--- src/design/emat_pkg.sv ---
// Operation
// - one decode clock before wait counting
// - read start: address, high direction, size, strobe
// - write start: direction low with address, strobe
// - capture address, direction, size at second clock
// - auto ack selects programmed wait count
// - master negates strobe, samples acknowledge
// - master drives write data in second clock
// - zero wait: acknowledge at third clock start
// - first drive: negated if waits, else asserted
// - master waits until acknowledge seen asserted
// - read: latch data on acknowledge, end
// - write: hold data while acknowledge negated
// - negate acknowledge next clock, then release
// - master releases data after write acknowledge
// - bursts also get the extra decode clock
// - master advances address after each acknowledge but the last
// - auto ack after programmed wait count
// - device never drives address for default memory
package emat_pkg;
    localparam int ADDR_W = 28;
    localparam int DATA_W = 32;
    localparam int WS_W = 4;
    localparam int BEAT_W = 5;
    localparam int PW_W = 2;

    // transfer size codes on the width lines
    localparam logic [1:0] WIDTH_LONG = 2'h0;
    localparam logic [1:0] WIDTH_BYTE = 2'h1;
    localparam logic [1:0] WIDTH_WORD = 2'h2;
    localparam logic [1:0] WIDTH_LINE = 2'h3;

    // port size codes
    localparam logic [1:0] PORT_32 = 2'h0;
    localparam logic [1:0] PORT_8 = 2'h1;
    localparam logic [1:0] PORT_16 = 2'h2;

    localparam logic [WS_W-1:0] WS_ZERO = 4'h0;
    localparam logic [WS_W-1:0] WS_ONE = 4'h1;
    localparam logic [BEAT_W-1:0] BEAT_ONE = 5'h01;
    localparam logic [BEAT_W-1:0] BEAT_ZERO = 5'h00;
    localparam logic [ADDR_W-1:0] ADDR_ZERO = 28'h0000000;
    localparam logic [DATA_W-1:0] DATA_ZERO = 32'h00000000;
    localparam logic [1:0] WIDTH_RST = 2'h0;

    typedef logic [ADDR_W-1:0] emat_addr_t;
    typedef logic [DATA_W-1:0] emat_data_t;

    // bytes moved by one acknowledge on a port
    function automatic logic [2:0] emat_port_bytes(input logic [1:0] port);
        if (port == PORT_8) begin
            return 3'h1;
        end else if (port == PORT_16) begin
            return 3'h2;
        end else begin
            return 3'h4;
        end
    endfunction

    // acknowledges needed for one transfer
    function automatic logic [BEAT_W-1:0] emat_beats(input logic [1:0] width,
                                                   input logic [1:0] port);
        logic [4:0] bytes;
        logic [2:0] pb;
        bytes = 5'h04;
        pb = emat_port_bytes(port);
        if (width == WIDTH_BYTE) begin
            bytes = 5'h01;
        end else if (width == WIDTH_WORD) begin
            bytes = 5'h02;
        end else if (width == WIDTH_LINE) begin
            bytes = 5'h10;
        end
        if ({2'h0, pb} >= bytes) begin
            return BEAT_ONE;
        end else if (pb == 3'h1) begin
            return bytes;
        end else if (pb == 3'h2) begin
            return {1'b0, bytes[4:1]};
        end else begin
            return {2'h0, bytes[4:2]};
        end
    endfunction

    // read data from the top lane of a port, shifted in at the low end
    function automatic emat_data_t emat_merge(input emat_data_t acc, input emat_data_t bus,
                                              input logic [1:0] port);
        if (port == PORT_8) begin
            return {acc[23:0], bus[31:24]};
        end else if (port == PORT_16) begin
            return {acc[15:0], bus[31:16]};
        end else begin
            return bus;
        end
    endfunction
endpackage

--- src/design/emat_bus_if.sv ---
`timescale 1ns/10ps
// shared bus between the watching device and the external master
interface emat_bus_if;
    import emat_pkg::*;
    logic [ADDR_W-1:0] addr;
    logic rd_wr;
    logic [1:0] xfer_width;
    logic xfer_begin_strobe_n;
    logic [DATA_W-1:0] wdata;
    logic wdata_oe_n;
    logic [DATA_W-1:0] slave_data;
    logic [DATA_W-1:0] data_bus;
    logic ack_drv_n;
    logic ack_oe_n;
    logic xfer_ack_n;
    logic dev_addr_oe_n;

    // pulled-up acknowledge line, data bus resolved from enables
    assign xfer_ack_n = ack_oe_n ? 1'b1 : ack_drv_n;
    assign data_bus = wdata_oe_n ? slave_data : wdata;

    modport device (
        input addr, rd_wr, xfer_width, xfer_begin_strobe_n,
        output ack_drv_n, ack_oe_n, dev_addr_oe_n
    );
    modport master (
        output addr, rd_wr, xfer_width, xfer_begin_strobe_n, wdata, wdata_oe_n,
        input xfer_ack_n, data_bus
    );
endinterface

--- src/design/emat_device.sv ---
`timescale 1ns/10ps
// **************************************************
// default memory acknowledge for external masters
// **************************************************
module emat_device (
    input wire logic sys_clk_in,
    input wire logic rst_n_in,
    emat_bus_if.device bus,
    input wire logic ext_master_auto_ack_in,
    input wire logic [emat_pkg::WS_W-1:0] wait_count_field_in,
    input wire logic [emat_pkg::PW_W-1:0] port_width_in,
    output logic [emat_pkg::ADDR_W-1:0] captured_addr_out,
    output logic captured_read_out,
    output logic [1:0] captured_width_out,
    output logic busy_out,
    output logic ack_pulse_out
);
    import emat_pkg::*;

    // **************************************************
    // state and registers
    // **************************************************
    typedef enum logic [4:0] {
        dev_idle = 5'h01,
        dev_decode = 5'h02,
        dev_count = 5'h04,
        dev_ack = 5'h08,
        dev_negate = 5'h10
    } emat_dev_state_e;

    // sequencer state
    emat_dev_state_e state;
    emat_dev_state_e next_state;

    // wait states left before the next acknowledge
    logic [WS_W-1:0] wait_cnt;
    logic [WS_W-1:0] next_wait_cnt;

    // acknowledges left in this transfer
    logic [BEAT_W-1:0] beats_left;
    logic [BEAT_W-1:0] next_beats_left;

    // pin drive flops, all active low
    logic ack_drv_n;
    logic ack_oe_n;
    logic dev_addr_oe_n;

    // **************************************************
    // decode wires
    // **************************************************
    wire logic strobe_seen;
    wire logic ws_is_zero;
    wire logic cnt_done;
    wire logic last_beat;

    // next levels for the pin and status flops
    wire logic next_ack_drv_n;
    wire logic next_ack_oe_n;
    wire logic next_busy;
    wire logic [BEAT_W-1:0] decoded_beats;

    // strobe only counts when nothing is in flight
    assign strobe_seen = !bus.xfer_begin_strobe_n && (state == dev_idle);
    assign ws_is_zero = (wait_count_field_in == WS_ZERO);
    assign cnt_done = (wait_cnt == WS_ONE);
    assign last_beat = (beats_left == BEAT_ONE);
    assign decoded_beats = emat_beats(captured_width_out, port_width_in);

    // line level follows the next state, so it comes from a flop
    assign next_ack_drv_n = (next_state != dev_ack);
    assign next_ack_oe_n = (next_state == dev_idle) || (next_state == dev_decode);
    assign next_busy = (next_state != dev_idle);

    // **************************************************
    // next state
    // **************************************************
    always_comb begin
        next_state = state;
        next_wait_cnt = wait_cnt;
        next_beats_left = beats_left;
        case (state)
            dev_idle: begin
                // wait for a start strobe
                if (strobe_seen) begin
                    next_state = dev_decode;
                end
            end
            dev_decode: begin
                // one whole clock spent on decode before counting
                next_beats_left = decoded_beats;
                if (!ext_master_auto_ack_in) begin
                    next_state = dev_idle;
                end else if (ws_is_zero) begin
                    next_state = dev_ack;
                end else begin
                    next_state = dev_count;
                    next_wait_cnt = wait_count_field_in;
                end
            end
            dev_count: begin
                // count down once per clock, ack follows a count of one
                if (cnt_done) begin
                    next_state = dev_ack;
                    next_wait_cnt = WS_ZERO;
                end else begin
                    next_wait_cnt = wait_cnt - WS_ONE;
                end
            end
            dev_ack: begin
                // acknowledge asserted for this beat
                if (last_beat) begin
                    next_state = dev_negate;
                    next_beats_left = BEAT_ZERO;
                end else begin
                    // further burst beats reuse the same wait count
                    next_beats_left = beats_left - BEAT_ONE;
                    if (!ws_is_zero) begin
                        next_state = dev_count;
                        next_wait_cnt = wait_count_field_in;
                    end
                end
            end
            dev_negate: begin
                // one cycle driven negated, then released
                next_state = dev_idle;
            end
            default: begin
                next_state = dev_idle;
            end
        endcase
    end

    // **************************************************
    // registers
    // **************************************************
    // sequencer state
    always_ff @(posedge sys_clk_in or negedge rst_n_in) begin
        if (!rst_n_in) begin
            state <= dev_idle;
            wait_cnt <= WS_ZERO;
            beats_left <= BEAT_ZERO;
        end else begin
            state <= next_state;
            wait_cnt <= next_wait_cnt;
            beats_left <= next_beats_left;
        end
    end

    // **************************************************
    // master capture
    // **************************************************
    // capture of master address, direction and size
    always_ff @(posedge sys_clk_in or negedge rst_n_in) begin
        if (!rst_n_in) begin
            captured_addr_out <= ADDR_ZERO;
            captured_read_out <= 1'b0;
            captured_width_out <= WIDTH_RST;
        end else if (strobe_seen) begin
            captured_addr_out <= bus.addr;
            captured_read_out <= bus.rd_wr;
            captured_width_out <= bus.xfer_width;
        end
    end

    // **************************************************
    // acknowledge pin and status flags
    // **************************************************
    // acknowledge level and drive enable
    always_ff @(posedge sys_clk_in or negedge rst_n_in) begin
        if (!rst_n_in) begin
            ack_drv_n <= 1'b1;
            ack_oe_n <= 1'b1;
        end else begin
            ack_drv_n <= next_ack_drv_n;
            ack_oe_n <= next_ack_oe_n;
        end
    end

    // busy level and acknowledge marker for the user side
    always_ff @(posedge sys_clk_in or negedge rst_n_in) begin
        if (!rst_n_in) begin
            busy_out <= 1'b0;
            ack_pulse_out <= 1'b0;
        end else begin
            busy_out <= next_busy;
            ack_pulse_out <= !next_ack_drv_n;
        end
    end

    // **************************************************
    // address pins
    // **************************************************
    // address pins are never driven for default memory
    always_ff @(posedge sys_clk_in or negedge rst_n_in) begin
        if (!rst_n_in) begin
            dev_addr_oe_n <= 1'b1;
        end else begin
            dev_addr_oe_n <= 1'b1;
        end
    end

    // **************************************************
    // bus side
    // **************************************************
    assign bus.ack_drv_n = ack_drv_n;
    assign bus.ack_oe_n = ack_oe_n;
    assign bus.dev_addr_oe_n = dev_addr_oe_n;
endmodule

--- src/flat_wrapper.sv ---
// flat-port wrapper written by rule: the top's interface ports become plain ports
module emat_device_flat import emat_pkg::*;
  (sys_clk_in, rst_n_in, ext_master_auto_ack_in, wait_count_field_in, port_width_in, captured_addr_out, captured_read_out, captured_width_out, busy_out, ack_pulse_out, bus_addr, bus_rd_wr, bus_xfer_width, bus_xfer_begin_strobe_n, bus_ack_drv_n, bus_ack_oe_n, bus_dev_addr_oe_n);
  emat_bus_if bus_i ();
  input wire logic sys_clk_in;
  input wire logic rst_n_in;
  input wire logic ext_master_auto_ack_in;
  input wire logic [emat_pkg::WS_W-1:0] wait_count_field_in;
  input wire logic [emat_pkg::PW_W-1:0] port_width_in;
  output logic [emat_pkg::ADDR_W-1:0] captured_addr_out;
  output logic captured_read_out;
  output logic [1:0] captured_width_out;
  output logic busy_out;
  output logic ack_pulse_out;
  input wire logic [$bits(bus_i.addr)-1:0] bus_addr;
  input wire logic [$bits(bus_i.rd_wr)-1:0] bus_rd_wr;
  input wire logic [$bits(bus_i.xfer_width)-1:0] bus_xfer_width;
  input wire logic [$bits(bus_i.xfer_begin_strobe_n)-1:0] bus_xfer_begin_strobe_n;
  output wire logic [$bits(bus_i.ack_drv_n)-1:0] bus_ack_drv_n;
  output wire logic [$bits(bus_i.ack_oe_n)-1:0] bus_ack_oe_n;
  output wire logic [$bits(bus_i.dev_addr_oe_n)-1:0] bus_dev_addr_oe_n;
  assign bus_i.addr = bus_addr;
  assign bus_i.rd_wr = bus_rd_wr;
  assign bus_i.xfer_width = bus_xfer_width;
  assign bus_i.xfer_begin_strobe_n = bus_xfer_begin_strobe_n;
  assign bus_ack_drv_n = bus_i.ack_drv_n;
  assign bus_ack_oe_n = bus_i.ack_oe_n;
  assign bus_dev_addr_oe_n = bus_i.dev_addr_oe_n;
  emat_device u_core (.sys_clk_in(sys_clk_in), .rst_n_in(rst_n_in), .bus(bus_i), .ext_master_auto_ack_in(ext_master_auto_ack_in), .wait_count_field_in(wait_count_field_in), .port_width_in(port_width_in), .captured_addr_out(captured_addr_out), .captured_read_out(captured_read_out), .captured_width_out(captured_width_out), .busy_out(busy_out), .ack_pulse_out(ack_pulse_out));
endmodule
--- config.mk ---
export PLATFORM = sky130hd
export DESIGN_NAME = emat_device_flat
export DESIGN_NICKNAME = d
export VERILOG_FILES = /design/src/design/emat_pkg.sv /design/src/design/emat_bus_if.sv /design/src/design/emat_device.sv /design/src/flat_wrapper.sv
export SDC_FILE = /design/constraint.sdc
export NUM_CORES = 1
export LEC_CHECK = 0
export ABC_AREA = 1
export BUFFER_PORTS_ARGS = -buffer_cell sky130_fd_sc_hd__buf_4
export CORE_MARGIN = 5
export CORE_UTILIZATION = 36
export CTS_CLUSTER_DIAMETER = 60
export DETAILED_ROUTE_END_ITERATION = 7
export GPL_TIMING_DRIVEN = 0
export PLACE_DENSITY = 0.62
export SLEW_MARGIN = 40
export SYNTH_ARGS = -nofsm -noshare
export SYNTH_HDL_FRONTEND = slang
export SYNTH_SLANG_ARGS = --single-unit
export TNS_END_PERCENT = 50
--- constraint.sdc ---
create_clock -name sys_clk_in -period 1.86 [get_ports sys_clk_in]
set_input_delay 0.093 -clock sys_clk_in [delete_from_list [all_inputs] [get_ports sys_clk_in]]
set_output_delay 0.093 -clock sys_clk_in [all_outputs]
set_load 0.01 [all_outputs]
==> impl_metrics.env <==
export IMPL_grt_use_met1_pct=18.4
export IMPL_htreeDepth=2
export IMPL_holdWs_ps=33.8
export IMPL_synth_compound_area_share_pct=3.40
export IMPL_grt_overflow=0
export IMPL_synth_top_family_by_area="simple AND/OR/NAND/NOR gates"
export IMPL_regArea_um2=1230
export IMPL_synth_top_cell_by_area="dfrtp_1"
export IMPL_hold_class="in2reg"
export IMPL_n_fill_cell=642
export IMPL_busiest_layer="met2"
export IMPL_clkPwrFrac_pct=15.3
export IMPL_final_nets=485
export IMPL_setup_viol=0
export IMPL_outcome="finished, final reports clean"
export IMPL_cp_start_kind="register"
export IMPL_num_io_pins=77
export IMPL_muxShareOfSynthArea_pct=0
export IMPL_drv_cap=0
export IMPL_pre_cts_slack_ps=224
export IMPL_switching_share_pct=39.0
export IMPL_critPathRequiredTime_ps=2050
export IMPL_gp_congestion=0.832
export IMPL_cpLargestDelayFamily="simple AND/OR/NAND/NOR gates"
export IMPL_fp_dieW_um=93.9
export IMPL_worstSetupPathType="reg2reg"
export IMPL_skew_ps=6.96
export IMPL_synthAdderAreaFrac_pct=4.93
export IMPL_slowest_delay_ps=390
export IMPL_vias=2307
export IMPL_synth_most_common_cell="nand2_1"
export IMPL_insertion_delay_ps=300
export IMPL_grt_pass1_wl_um=10000
export IMPL_via_per_inst=4.34
export IMPL_arrival_ps=1830
export IMPL_cp_cell_sequence="inv_1, nor2_1, inv_1, ha_1, nand2_1, inv_1, nand3_1, nand2_1, nor2_1, nand2_1, nand2_1, a21oi_1"
export IMPL_crit_top_cell="nand2_1"
export IMPL_netlist_area_um2=2540
export IMPL_synth_area_per_cell_um2=7.90
export IMPL_critPathBufInv=3
export IMPL_multi_input_area_um2=1100
export IMPL_cp_slowest_cell="dfrtp_1"
export IMPL_clock_sinks=49
export IMPL_synthXorXnorAreaFrac_pct=1.73
export IMPL_clkTransAtPathRegs_ps=90
export IMPL_drv_slew=0
export IMPL_track_usage_pct=14.0
export IMPL_core_area_um2=6830
export IMPL_cts_made_buffers=5
export IMPL_comb_power_share_pct=47.5
export IMPL_rows=30
export IMPL_pwr_density_cell_nw_per_um2=1350
export IMPL_path_max_fanout=4
export IMPL_port_buffers=75
export IMPL_dieArea_um2=8820
export IMPL_grt_pass1_vias=2249
export IMPL_synth_ff_type="dfrtp_1"
export IMPL_grt_use_met3_pct=4.81
export IMPL_intPower_uw=3000
export IMPL_yosys_area_top_type_share_pct=45.4
export IMPL_drt_initial_drc_count=91
export IMPL_switching_power_uw=1910
export IMPL_tns_ps=0
export IMPL_ir_drop_mv=0.727
export IMPL_grt_start_max_net_pins=50
export IMPL_worstMarginPinSlew_ps=617
export IMPL_met2_usage_pct=22.1
export IMPL_synth_cell_types=29
export IMPL_ant_nets=0
export IMPL_clock_root_buffer="clkbuf_8"
export IMPL_synth_area_top_cells="dfrtp_1, nand2_1, inv_1, ha_1, nor2_1"
export IMPL_finalCriticalPeriod_ps=1640
export IMPL_synth_ff_latch_count=49
export IMPL_routedWlPerCell_um=11.4
export IMPL_fmax_mhz=610
export IMPL_die_height_um=93.9
export IMPL_seqPwrFrac_pct=37.2
export IMPL_start_util_pct=37.1
export IMPL_cts_tree="yes"
export IMPL_maxSlewHeadroom_pct=58.9
export IMPL_setup_ws_ps=221
export IMPL_synth_edf_count=0
export IMPL_syn_nets=372
export IMPL_endpoint_kind="register"
export IMPL_synth_simple_gate_area_share_pct=33.3
export IMPL_area_growth_pct=43.5
export IMPL_synthCells=321
export IMPL_async_flop_share_pct=100
export IMPL_finalHoldViolCount=0
export IMPL_yosys_top_cells_count="nand2_1, dfrtp_1, inv_1, nor2_1, o21ai_0"
export IMPL_drive_gt1_share_pct=26.0
export IMPL_cts_path_max_buffers=2
export IMPL_yosysWarnings=0
export IMPL_rsz0062_at_grt="no"
export IMPL_drc=0
export IMPL_leakagePower_uw=0.00199
export IMPL_hpwl_um=4260
export IMPL_antenna_found_initial=0
export IMPL_dr_pass1_iters=4
export IMPL_period_share_pct=88.1
export IMPL_wl_um=6050
export IMPL_seq_area_frac_synth_pct=48.5
## worst register-to-register path, cell delays in order, from the launching register on
cell and delay [ps]:
dfrtp_1 390, inv_1 90, nor2_1 130, inv_1 90
ha_1 290, nand2_1 60, inv_1 30, nand3_1 80
nand2_1 60, nor2_1 120, nand2_1 70, nand2_1 60
a21oi_1 60
## final cells by class
type / instances / share of cell area (%)
Clock inverter: 2 / 0.963
Clock buffer: 6 / 1.99
Sequential cell: 49 / 33.8
Timing Repair Buffer: 106 / 24.0
Antenna cell: 1 / 0.0688
Multi-Input combinational cell: 226 / 30.3
Tap cell: 96 / 3.30
Buffer: 7 / 1.58
Inverter: 39 / 4.02
## what timing repair did
item / CTS / global route
setup buffers: 0 / 0
endpoints found under the hold margin: 76 / 0
gates resized for setup: 0 / 0
hold buffers: 31 / 0
## registers in the layout, summed over array words and instances (netlist names)
signal and flops:
u_core.captured_addr_out 28, u_core.bus.ack_drv_n 1, u_core.ack_pulse_out 1, u_core.bus.ack_oe_n 1
u_core.captured_read_out 1, u_core.captured_width_out 2, u_core.beats_left 5, u_core.state 5
u_core.wait_cnt 4, u_core.busy_out 1
## power groups by stage
stage	combinational [uW]	sequential, uW	clock [uW]
CTS	2360	1830	775
floorplan	1250	1960	0
global placement	2270	1830	0
detailed placement	2310	1820	0
finish	2330	1820	751
global route	2650	1890	811
## metrics by stage
| step | power [uW] | utilization [%] | area [um2] | std cells |
|---|---|---|---|---|
| after global routing | 5350 | 53.2 | 3640 | 531 |
| after global placement | 4100 | 47.1 | 3220 | 492 |
| after detailed placement | 4140 | 47.1 | 3220 | 492 |
| after CTS | 4960 | 53.2 | 3640 | 531 |
| final | 4910 | 53.3 | 3640 | 532 |
| after floorplan | 3210 | - | 2540 | 321 |
## path summary, 6_finish.rpt
check                                                         start                                       end  slack, ps  cells after the start
max                        u_core.captured_width_out[1]$_DFFE_PN0P_          u_core.beats_left[0]$_DFFE_PN0P_        220                     12
max in group asynchronous                                  rst_n_in   u_core.captured_addr_out[3]$_DFFE_PN0P_       1080                      2
min in group asynchronous                                  rst_n_in  u_core.captured_addr_out[14]$_DFFE_PN0P_        360                      2
min                                               bus_xfer_width[1]  u_core.captured_width_out[1]$_DFFE_PN0P_         30                      3
max reg2reg                u_core.captured_width_out[1]$_DFFE_PN0P_          u_core.beats_left[0]$_DFFE_PN0P_        220                     12
min reg2reg                          u_core.wait_cnt[1]$_DFFE_PN0P_            u_core.wait_cnt[1]$_DFFE_PN0P_        480                      2
## logic make-up (layout without fill, tap and decap cells)
group	after synthesis	count (layout)
XOR/XNOR	5	5
AO/OA/AOI/OAI	17	17
flip-flops	49	49
adder cells (fa/ha/maj)	10	10
other	1	2
AND/OR/NAND/NOR	193	193
buffers and inverters	46	160
## layout by cell type, fill, tap and decap left out, drive strengths merged, types with 2 or more instances in the layout
master,count
nor2,32
dfstp,3
dfrtp,46
a21oi,3
nand2,142
buf,82
xor2,3
dlygate4sd3,31
xnor2,2
ha,10
o21ai,13
nor3,3
nand4,3
nand3,12
clkbuf,6
inv,39
## layer usage
| layer | wire, um | part of all wire, % |
|---|---|---|
| met1 | 2720 | 45 |
| met2 | 2820 | 47 |
| met3 | 446 | 7.4 |
| met4 | 57 | 0.94 |
| met5 | 0 | 0 |
No activity file was read; power rests on OpenSTA's default activity.
